==> src/pkg/poc_regs.svh <==
// Field positions, reset values and subcommand codes of the power-off and irq pin block
`ifndef POC_REGS_SVH
`define POC_REGS_SVH
`define POC_CS_PIN_ACTIVE_BIT  15
`define POC_CS_PWR_OFF_EN_BIT  7
`define POC_CS_RESET           16'h0080
`define POC_PC_PULLUP_BIT      3
`define POC_PC_POLARITY_BIT    2
`define POC_PC_IRQ_POL_BIT     1
`define POC_PC_IRQ_SEL_BIT     0
`define POC_PC_PWR_OFF_EN_BIT  4
`define POC_PC_RESET           16'h0000
`define POC_SUB_SET_PWR_OFF    16'h0013
`define POC_SUB_CLR_PWR_OFF    16'h0014
`endif

==> src/pkg/poc_pkg.sv <==
// Types of the power-off and irq pin block
package poc_pkg;
    typedef enum logic [1:0] {
        POC_PM_NORMAL,
        POC_PM_SLEEP,
        POC_PM_HIBERNATE_LOWV,
        POC_PM_HIBERNATE_OTHER
    } poc_pmode_e;

    typedef struct packed {
        logic capacity_threshold_flag;
        logic battery_high_flag;
        logic battery_low_flag;
        logic overtemp_charge_flag;
        logic overtemp_discharge_flag;
        logic internal_short_flag;
        logic tab_disconnect_flag;
    } poc_flags_s;

    typedef struct packed {
        logic internal_short_enable;
        logic tab_disconnect_enable;
        logic trip_point_enable;
        logic otc_time_nonzero;
        logic otd_time_nonzero;
    } poc_irq_cfg_s;

    typedef struct packed {
        logic o;
        logic oe;
    } poc_pin_s;

    typedef struct packed {
        logic [15:0] control_status_word;
        logic [15:0] pack_config_word;
        logic        pullup_live;
        logic        por_hold;
        poc_flags_s  flags_q;
        logic [6:0]  irq_pend;
        logic        trip_irq;
        logic        trip_set_wr;
        logic        trip_clr_wr;
        poc_pin_s    power_off_signal_pin;
        poc_pin_s    single_wire_pin;
        logic        irq_active;
    } poc_state_s;
endpackage

==> src/hw/poc_pin_ctrl.sv <==
// Power-off signal pin and single-wire pin drive control
`include "poc_regs.svh"
//
// Contract
// - Control status bit 15 reports power-off pin active; resets 0.
// - Control status bit 7 reports power-off enabled; resets 1.
// - Subcommand 0x0013 or config enable set turns power-off on.
// - Subcommand 0x0014 or config enable cleared turns power-off off.
// - Pack config bit 3 enables active pull-up drive of pin.
// - Pack config bit 2 selects pin polarity in power-off mode.
// - Power-off state needs feature enabled and pin select set.
// - Power-off state only in low-voltage hibernate; otherwise normal.
// - Pin high impedance after power-on reset regardless of polarity.
// - Pull-up is latched from the reset config value just after reset, so a written change never applies.
// - Pin select clear holds status bit 15 at 0; bit 7 does not depend on it.
// - Power-off mode pin drive follows pull-up and polarity table.
// - Priority: fuse-blow first, then interrupt mode, then power-off.
// - Fault interrupt needs its enable, except capacity threshold, battery high and low; pin select picks the pin.
// - Select 0: power-off pin carries interrupt per pull-up and irq polarity.
// - Select 1: single-wire pin carries interrupt per irq polarity.
// - Capacity threshold, battery high and low interrupt without an enable, unless trip point is enabled.
// - Overtemp charge/discharge interrupt if their time setting nonzero.
// - Internal short and tab disconnect interrupt only when enabled.
// - Trip raised at or below set level discharging, or at or above clear charging.
module poc_pin_ctrl #(
    parameter int CAP_W = 16
) (
    input  wire logic                  clk,
    input  wire logic                  rst_n,
    input  wire logic                  ctrl_wr,
    input  wire logic [15:0]           ctrl_subcmd,
    input  wire logic                  pack_cfg_wr,
    input  wire logic [15:0]           pack_cfg_wdata,
    input  wire poc_pkg::poc_flags_s   flags,
    input  wire poc_pkg::poc_irq_cfg_s irq_cfg,
    input  wire poc_pkg::poc_pmode_e   power_mode,
    input  wire logic                  fuse_active,
    input  wire logic                  fuse_level,
    input  wire logic                  charging,
    input  wire logic                  discharging,
    input  wire logic [CAP_W-1:0]      remaining_charge,
    input  wire logic [CAP_W-1:0]      trip_set_level,
    input  wire logic [CAP_W-1:0]      trip_clear_level,
    input  wire logic                  trip_set_wr,
    input  wire logic                  trip_clear_wr,
    output logic [15:0]                control_status_word,
    output logic [15:0]                pack_config_word,
    output logic                       power_off_signal_pin_o,
    output logic                       power_off_signal_pin_oe,
    output logic                       single_wire_pin_o,
    output logic                       single_wire_pin_oe,
    output logic                       irq_active
);
    // Comparator width the logic can serve
    if (CAP_W < 1 || CAP_W > 32) begin : g_cap_w_check
        $error("CAP_W out of range");
    end

    poc_pkg::poc_state_s st;
    poc_pkg::poc_state_s next_st;

    // ==========================================================
    // Next state
    always_comb begin
        logic       pwr_en;
        logic       sel;
        logic       pol;
        logic       ipol;
        logic       pu;
        logic       pin_active;
        logic       irq;
        logic [6:0] rise;
        logic [6:0] en;
        logic       both_wr;
        poc_pkg::poc_pin_s ste_n;
        poc_pkg::poc_pin_s swi_n;
        pwr_en = 1'b0;
        sel = 1'b0;
        pol = 1'b0;
        ipol = 1'b0;
        pu = 1'b0;
        pin_active = 1'b0;
        irq = 1'b0;
        rise = '0;
        en = '0;
        both_wr = 1'b0;
        ste_n = '0;
        swi_n = '0;
        next_st = st;
        next_st.por_hold = 1'b0;
        if (pack_cfg_wr) begin
            next_st.pack_config_word = pack_cfg_wdata;
        end
        pwr_en = st.control_status_word[`POC_CS_PWR_OFF_EN_BIT];
        if ((ctrl_wr && ctrl_subcmd == `POC_SUB_SET_PWR_OFF) ||
            (pack_cfg_wr && pack_cfg_wdata[`POC_PC_PWR_OFF_EN_BIT] &&
             !st.pack_config_word[`POC_PC_PWR_OFF_EN_BIT])) begin
            pwr_en = 1'b1;
        end
        if ((ctrl_wr && ctrl_subcmd == `POC_SUB_CLR_PWR_OFF) ||
            (pack_cfg_wr && !pack_cfg_wdata[`POC_PC_PWR_OFF_EN_BIT] &&
             st.pack_config_word[`POC_PC_PWR_OFF_EN_BIT])) begin
            pwr_en = 1'b0;
        end
        sel = st.pack_config_word[`POC_PC_IRQ_SEL_BIT];
        pol = st.pack_config_word[`POC_PC_POLARITY_BIT];
        ipol = st.pack_config_word[`POC_PC_IRQ_POL_BIT];
        pu = st.pullup_live;
        if (st.por_hold) begin
            next_st.pullup_live = st.pack_config_word[`POC_PC_PULLUP_BIT];
        end
        en = {3'b111, irq_cfg.otc_time_nonzero, irq_cfg.otd_time_nonzero,
              irq_cfg.internal_short_enable, irq_cfg.tab_disconnect_enable};
        rise = flags & ~st.flags_q;
        next_st.flags_q = flags;
        next_st.irq_pend = st.irq_pend | (rise & en);
        if ((discharging && remaining_charge <= trip_set_level) ||
            (charging && remaining_charge >= trip_clear_level)) begin
            next_st.trip_irq = 1'b1;
        end
        next_st.trip_set_wr = st.trip_set_wr | trip_set_wr;
        next_st.trip_clr_wr = st.trip_clr_wr | trip_clear_wr;
        both_wr = next_st.trip_set_wr && next_st.trip_clr_wr;
        if (both_wr) begin
            next_st.trip_irq = 1'b0;
            next_st.trip_set_wr = 1'b0;
            next_st.trip_clr_wr = 1'b0;
            next_st.irq_pend = '0;
        end
        if (!irq_cfg.trip_point_enable) begin
            next_st.trip_irq = 1'b0;
        end
        irq = irq_cfg.trip_point_enable ? st.trip_irq : (|st.irq_pend);
        if (!sel) begin
            ste_n.oe = pu ? 1'b1 : (irq ^ ipol);
            ste_n.o = pu ? (irq ~^ ipol) : 1'b0;
        end else if (pwr_en) begin
            pin_active = (power_mode == poc_pkg::POC_PM_HIBERNATE_LOWV);
            ste_n.oe = pu ? 1'b1 : (pin_active ^ pol);
            ste_n.o = pu ? (pol ? pin_active : !pin_active) : 1'b0;
        end
        if (sel) begin
            swi_n.oe = irq ^ ipol;
            swi_n.o = 1'b0;
        end
        if (fuse_active) begin
            ste_n.oe = 1'b1;
            ste_n.o = fuse_level;
        end
        next_st.power_off_signal_pin = ste_n;
        next_st.single_wire_pin = swi_n;
        next_st.irq_active = irq;
        next_st.control_status_word[`POC_CS_PWR_OFF_EN_BIT] = pwr_en;
        next_st.control_status_word[`POC_CS_PIN_ACTIVE_BIT] = pin_active;
    end

    // ==========================================================
    // Registers
    always_ff @(posedge clk) begin
        if (!rst_n) begin
            st <= '0;
            st.control_status_word <= `POC_CS_RESET;
            st.pack_config_word <= `POC_PC_RESET;
            st.por_hold <= 1'b1;
        end else begin
            st <= next_st;
        end
    end

    assign control_status_word = st.control_status_word;
    assign pack_config_word = st.pack_config_word;
    assign power_off_signal_pin_o = st.power_off_signal_pin.o;
    assign power_off_signal_pin_oe = st.power_off_signal_pin.oe;
    assign single_wire_pin_o = st.single_wire_pin.o;
    assign single_wire_pin_oe = st.single_wire_pin.oe;
    assign irq_active = st.irq_active;

    // ==========================================================
    // Checks
    // status after reset
    a_status_reset: assert property (@(posedge clk) $rose(rst_n) |->
        control_status_word == 16'h0080) else $error("status reset");
    a_pin_hiz_reset: assert property (@(posedge clk) !rst_n |=>
        !power_off_signal_pin_oe) else $error("pin not released");
    a_irq_reset: assert property (@(posedge clk) !rst_n |=>
        !irq_active && !single_wire_pin_oe) else $error("irq not quiet");
    a_status_spare: assert property (@(posedge clk) disable iff (!rst_n)
        control_status_word[14:8] == 7'h00 && control_status_word[6:0] == 7'h00)
        else $error("spare status bits");
    a_set_cmd_en: assert property (@(posedge clk) disable iff (!rst_n)
        ctrl_wr && ctrl_subcmd == 16'h0013 |=> control_status_word[7])
        else $error("set cmd");
    a_clr_cmd_dis: assert property (@(posedge clk) disable iff (!rst_n)
        ctrl_wr && ctrl_subcmd == 16'h0014 && !pack_cfg_wr |=> !control_status_word[7])
        else $error("clear cmd");

    // ==========================================================
    // Power-off pin checks
    // hibernate only
    a_active_hib: assert property (@(posedge clk) disable iff (!rst_n)
        control_status_word[15] |-> $past(power_mode) == poc_pkg::POC_PM_HIBERNATE_LOWV)
        else $error("active outside hibernate");
    a_active_gate: assert property (@(posedge clk) disable iff (!rst_n)
        control_status_word[15] |-> $past(pack_config_word[0]))
        else $error("active without select");
    a_active_en: assert property (@(posedge clk) disable iff (!rst_n)
        control_status_word[15] |-> control_status_word[7])
        else $error("active while disabled");
    a_pin_polarity_cfg_hiz: assert property (@(posedge clk) disable iff (!rst_n)
        control_status_word[15] && !$past(fuse_active) && !st.pullup_live |->
        power_off_signal_pin_oe == !$past(pack_config_word[2]))
        else $error("power-off drive table");
    a_pullup_frozen: assert property (@(posedge clk) disable iff (!rst_n)
        !st.por_hold |=> $stable(st.pullup_live))
        else $error("pull-up changed while running");
    a_fuse_first: assert property (@(posedge clk) disable iff (!rst_n)
        fuse_active |=> power_off_signal_pin_oe && power_off_signal_pin_o == $past(fuse_level))
        else $error("fuse priority");

    // ==========================================================
    // Interrupt checks
    // irq mode drive table
    a_ste_irq_pol: assert property (@(posedge clk) disable iff (!rst_n)
        !fuse_active && !pack_config_word[0] && !st.pullup_live |=>
        power_off_signal_pin_oe == (irq_active ^ $past(pack_config_word[1]))
        && !power_off_signal_pin_o)
        else $error("irq drive table");
    a_swi_idle: assert property (@(posedge clk) disable iff (!rst_n)
        !pack_config_word[0] |=> !single_wire_pin_oe)
        else $error("swi driven while unselected");
    a_swi_low_only: assert property (@(posedge clk) disable iff (!rst_n)
        single_wire_pin_oe |-> !single_wire_pin_o)
        else $error("swi driven high");
    a_always_src: assert property (@(posedge clk) disable iff (!rst_n)
        flags.battery_low_flag && !st.flags_q.battery_low_flag
        && !trip_set_wr && !trip_clear_wr |=> st.irq_pend[4])
        else $error("battery low not latched");
    a_otc_gate: assert property (@(posedge clk) disable iff (!rst_n)
        !st.irq_pend[3] && !irq_cfg.otc_time_nonzero |=> !st.irq_pend[3])
        else $error("overtemp charge ungated");
    a_isd_gate: assert property (@(posedge clk) disable iff (!rst_n)
        !st.irq_pend[1] && !irq_cfg.internal_short_enable |=> !st.irq_pend[1])
        else $error("internal short ungated");
    a_trip_only: assert property (@(posedge clk) disable iff (!rst_n)
        irq_cfg.trip_point_enable |=> irq_active == $past(st.trip_irq))
        else $error("other source while trip enabled");
    a_trip_gate: assert property (@(posedge clk) disable iff (!rst_n)
        !irq_cfg.trip_point_enable |=> !st.trip_irq)
        else $error("trip while disabled");
    a_trip_hold: assert property (@(posedge clk) disable iff (!rst_n)
        st.trip_irq && irq_cfg.trip_point_enable && !trip_set_wr && !trip_clear_wr
        && !st.trip_set_wr && !st.trip_clr_wr |=> st.trip_irq)
        else $error("trip dropped");
    c_trip: cover property (@(posedge clk) disable iff (!rst_n) $rose(st.trip_irq));
    c_shutdown: cover property (@(posedge clk) disable iff (!rst_n)
        $rose(control_status_word[15]));
    c_fault_irq: cover property (@(posedge clk) disable iff (!rst_n) $rose(irq_active));
    c_swi_irq: cover property (@(posedge clk) disable iff (!rst_n)
        $rose(single_wire_pin_oe));
endmodule // poc_pin_ctrl

==> config.mk <==
export PLATFORM = sky130hd
export DESIGN_NAME = poc_pin_ctrl
export DESIGN_NICKNAME = d
export VERILOG_FILES = /design/src/pkg/poc_pkg.sv /design/src/hw/poc_pin_ctrl.sv
export VERILOG_INCLUDE_DIRS = /design/src /design/src/pkg
export SDC_FILE = /design/constraint.sdc
export NUM_CORES = 1
export LEC_CHECK = 0
export BUFFER_PORTS_ARGS = -buffer_cell sky130_fd_sc_hd__buf_4
export CORE_MARGIN = 2
export CORE_UTILIZATION = 41
export CTS_CLUSTER_DIAMETER = 60
export CTS_CLUSTER_SIZE = 30
export DETAILED_ROUTE_END_ITERATION = 6
export PLACE_DENSITY = 0.75
export SETUP_SLACK_MARGIN = 0.05
export SLEW_MARGIN = 20
export SYNTH_ARGS = -nofsm -noshare
export SYNTH_HDL_FRONTEND = slang
export SYNTH_SLANG_ARGS = --single-unit
==> constraint.sdc <==
create_clock -name clk -period 2.2 [get_ports clk]
set_input_delay 0.33 -clock clk [delete_from_list [all_inputs] [get_ports clk]]
set_output_delay 0.33 -clock clk [all_outputs]
set_load 0.01 [all_outputs]
==> out/qor.txt <==
Number of flip-flops and latches in the synthesized netlist -> 41
Sequential element share of the synthesized area -> 32.19%
Hold violation total from the final report -> 0
Synth async-reset ratio -> 0%
Number of hold-repair buffers added at the cts stage -> 0
Max incr delay on CP -> 0.44 ns
Top-area cell type share of the netlist area -> 32.19%
Cell chosen for the clock root -> sky130_fd_sc_hd__clkbuf_8
Cell taking the most area after synthesis -> sky130_fd_sc_hd__dfxtp_1
Detail Placement HPWL -> 5045 um
Min-Delay Path Class -> input pin to flop
Initial standard-cell utilization of the core -> 42.82%
DRC violation total after the first TritonRoute iteration -> 25
Result of the run -> finished clean
Worst EP arrival -> 1.76 ns
Static leakage power -> 1.823 nW
Number of rows in the core area -> 28
Worst Path Required -> 2.37 ns
Synth top cells by count -> sky130_fd_sc_hd__inv_1 (43), sky130_fd_sc_hd__dfxtp_1 (41), sky130_fd_sc_hd__nor2_1 (34)
Most used DFF post-synth -> sky130_fd_sc_hd__dfxtp_1
Gr ovfl total -> 0
Syn_area_per_cell -> 8.586 um^2
Worst setup SP type -> input pin
Initial antenna violation count -> 0
Number of enable flip-flop cells after synthesis -> 0
PostCTS Resize Cnt -> 0
WL per Instance -> 11.98 um
Die Y -> 82.87 um
Setup tns final -> 0 ns
I/O Buffers -> 125
Met3 usage -> 7.455%
All-Layer GR Usage -> 16.72%
DRC viols -> 0
Remaining antenna violation count after routing -> 0
Clock-pin slew of the registers on the worst-case setup and hold paths -> 0.08 ns
Top Ports -> 141
Fraction of met1 tracks used by global routing -> 18.03%
Setup violators final -> 0
Worst IR drop on VDD -> 0.3015 mV
Number of instances in the synthesized netlist -> 297
Largest fanout on the critical path -> 2
Overall routed net length -> 5787 um
Critical path capture point type -> flop
Final count of pins violating max slew -> 0
Cell with the largest stage delay on the worst path -> sky130_fd_sc_hd__or3b_2
CTS Sinks -> 41
Antenna cell count -> 0
Die area -> 6867 um^2
Hold Slack -> 0.2520 ns
Clock buffer count from CTS -> 5
Global-route wire length before repair -> 9597 um
Critical setup path kind -> input pin to flop
Layer with the highest usage -> met2
Number of max-cap violations -> 0
Power density over the cells -> 495.5 nW/um^2
Overall die width -> 82.87 um
Finished Cell Area -> 3468 um^2
Yosys Warn Count -> 0
Placed Area -> 3382 um^2
Layout Skew -> 0.003913 ns
Summed instance area of the synthesized netlist -> 2550 um^2
Skew-Pair Late Insertion Delay -> 0.28 ns
Number of distinct library cell variants in the gate-level netlist after synthesis -> 40
Area added between synthesis and finish -> 36.02%
Post-CTS setup-driven buffer insertion count -> 0
Net count of the finished layout -> 543
Routability congestion estimate from global placement -> 0.8183
Clock buffer depth -> 2
Routed via count divided by cell count -> 4.636
Cell chain of the critical path -> buf_4 -> inv_1 -> ha_1 -> or3b_2 -> o2111ai_1 -> a31oi_1 -> a211oi_1 -> o211ai_1
Number of global-route vias before repair -> 2,280
Maximum level of the CTS H-tree -> 2
Cells taking the most area after synthesis -> sky130_fd_sc_hd__dfxtp_1 (32%), sky130_fd_sc_hd__ha_1 (16%), sky130_fd_sc_hd__buf_4 (9.7%)
RSZ-0062 raised after global routing -> no
Min Tclk post-route -> 1.588 ns
Via count -> 2,239
Core area -> 5956 um^2
Detailed Routing Iterations Pass 1 -> 4
TritonCTS clock tree -> yes
Share of cells above drive strength 1 -> 35.29%
Fillers -> 549
Share of the clock period used by the worst path -> 72.18%
Count leader, synth -> sky130_fd_sc_hd__inv_1
Highest clock frequency the design can meet -> 629.8 MHz
Maximum number of pins on one net before global-route repair -> 21
Met2 Use GR -> 29.62%
-- state kept, by name (all words and copies together) (netlist names) --
name                     count
st                          19
pack_config_word            16
control_status_word          2
irq_active                   1
power_off_signal_pin_o       1
power_off_signal_pin_oe      1
single_wire_pin_oe           1
-- layout by cell type (no fill, tap or decap), drive strengths merged, types with 6 or more instances in the layout --
cell type    n
mux2i       17
a21oi       12
conb        15
and2         9
nor2        34
o21ai        8
buf        127
nand2       14
dfxtp       41
ha          32
inv         43
a31oi        6
-- logic make-up (layout without fill, tap and decap cells) --
logic type      count (synthesis)  count (layout)  share of synthesized area [%]
compound gates                 44              44                          12.02
mux                            17              17                          6.673
simple gates                   79              79                          15.75
xor+xnor                        2               2                         0.6871
flops                          41              41                          32.19
other cells                     1              15                         0.1471
buf+inv                        81             178                          16.83
fa+ha+maj                      32              32                          15.70
-- power breakdown --
part | switching, mW | total (mW) | internal [mW]
Sequential | 0.0215 | 0.807 | 0.786
Clock | 0.252 | 0.471 | 0.219
Combinational | 0.191 | 0.441 | 0.249
Total | 0.465 | 1.72 | 1.25
-- stage by stage --
stage	util [%]	cells	setup WS (ns)	power, mW
after floorplan	-	311	0.5123	1.074
after global placement	56.79	475	0.3519	1.258
final	58.24	483	0.6121	1.718
after global routing	58.24	483	0.4786	1.825
after CTS	58.24	483	0.6001	1.745
after detailed placement	56.79	475	0.2918	1.271
-- worst paths after layout --
check                                         start                      end  slack (ns)  depth (start not counted)
worst max-delay path            remaining_charge[0]                    st[7]        0.61                          8
worst max register to register               st[10]  power_off_signal_pin_oe        0.68                          5
worst min-delay path                       flags[1]                   st[16]        0.25                          2
worst min register to register                st[5]                    st[5]        0.47                          2
-- worst max-delay path, delay by kind of cell --
kind	cells	cell delay [ns]
and+or+nand+nor	1	0.44
AOI/OAI and AO/OA	4	0.57
adders and majority gates	1	0.23
buffers and inverters	2	0.18
-- cell type report --
cell class	count	area [um^2]	share of cell area, %
clock buffer	5	68.82	1.984
clock inverter	3	17.52	0.5050
inverter	43	161.4	4.654
multi-input combinational	189	1353	39.00
sequential	41	820.8	23.67
tap	75	93.84	2.706
timing repair buffer	127	953.4	27.49
-- routing by layer --
layer  up-vias  share of wire, %
met5         -                 0
met3         6                12
li1       1168                 -
met4         0               1.1
met1       951                40
met2       114                47
Note: power is estimated with default switching activity, not from simulation.
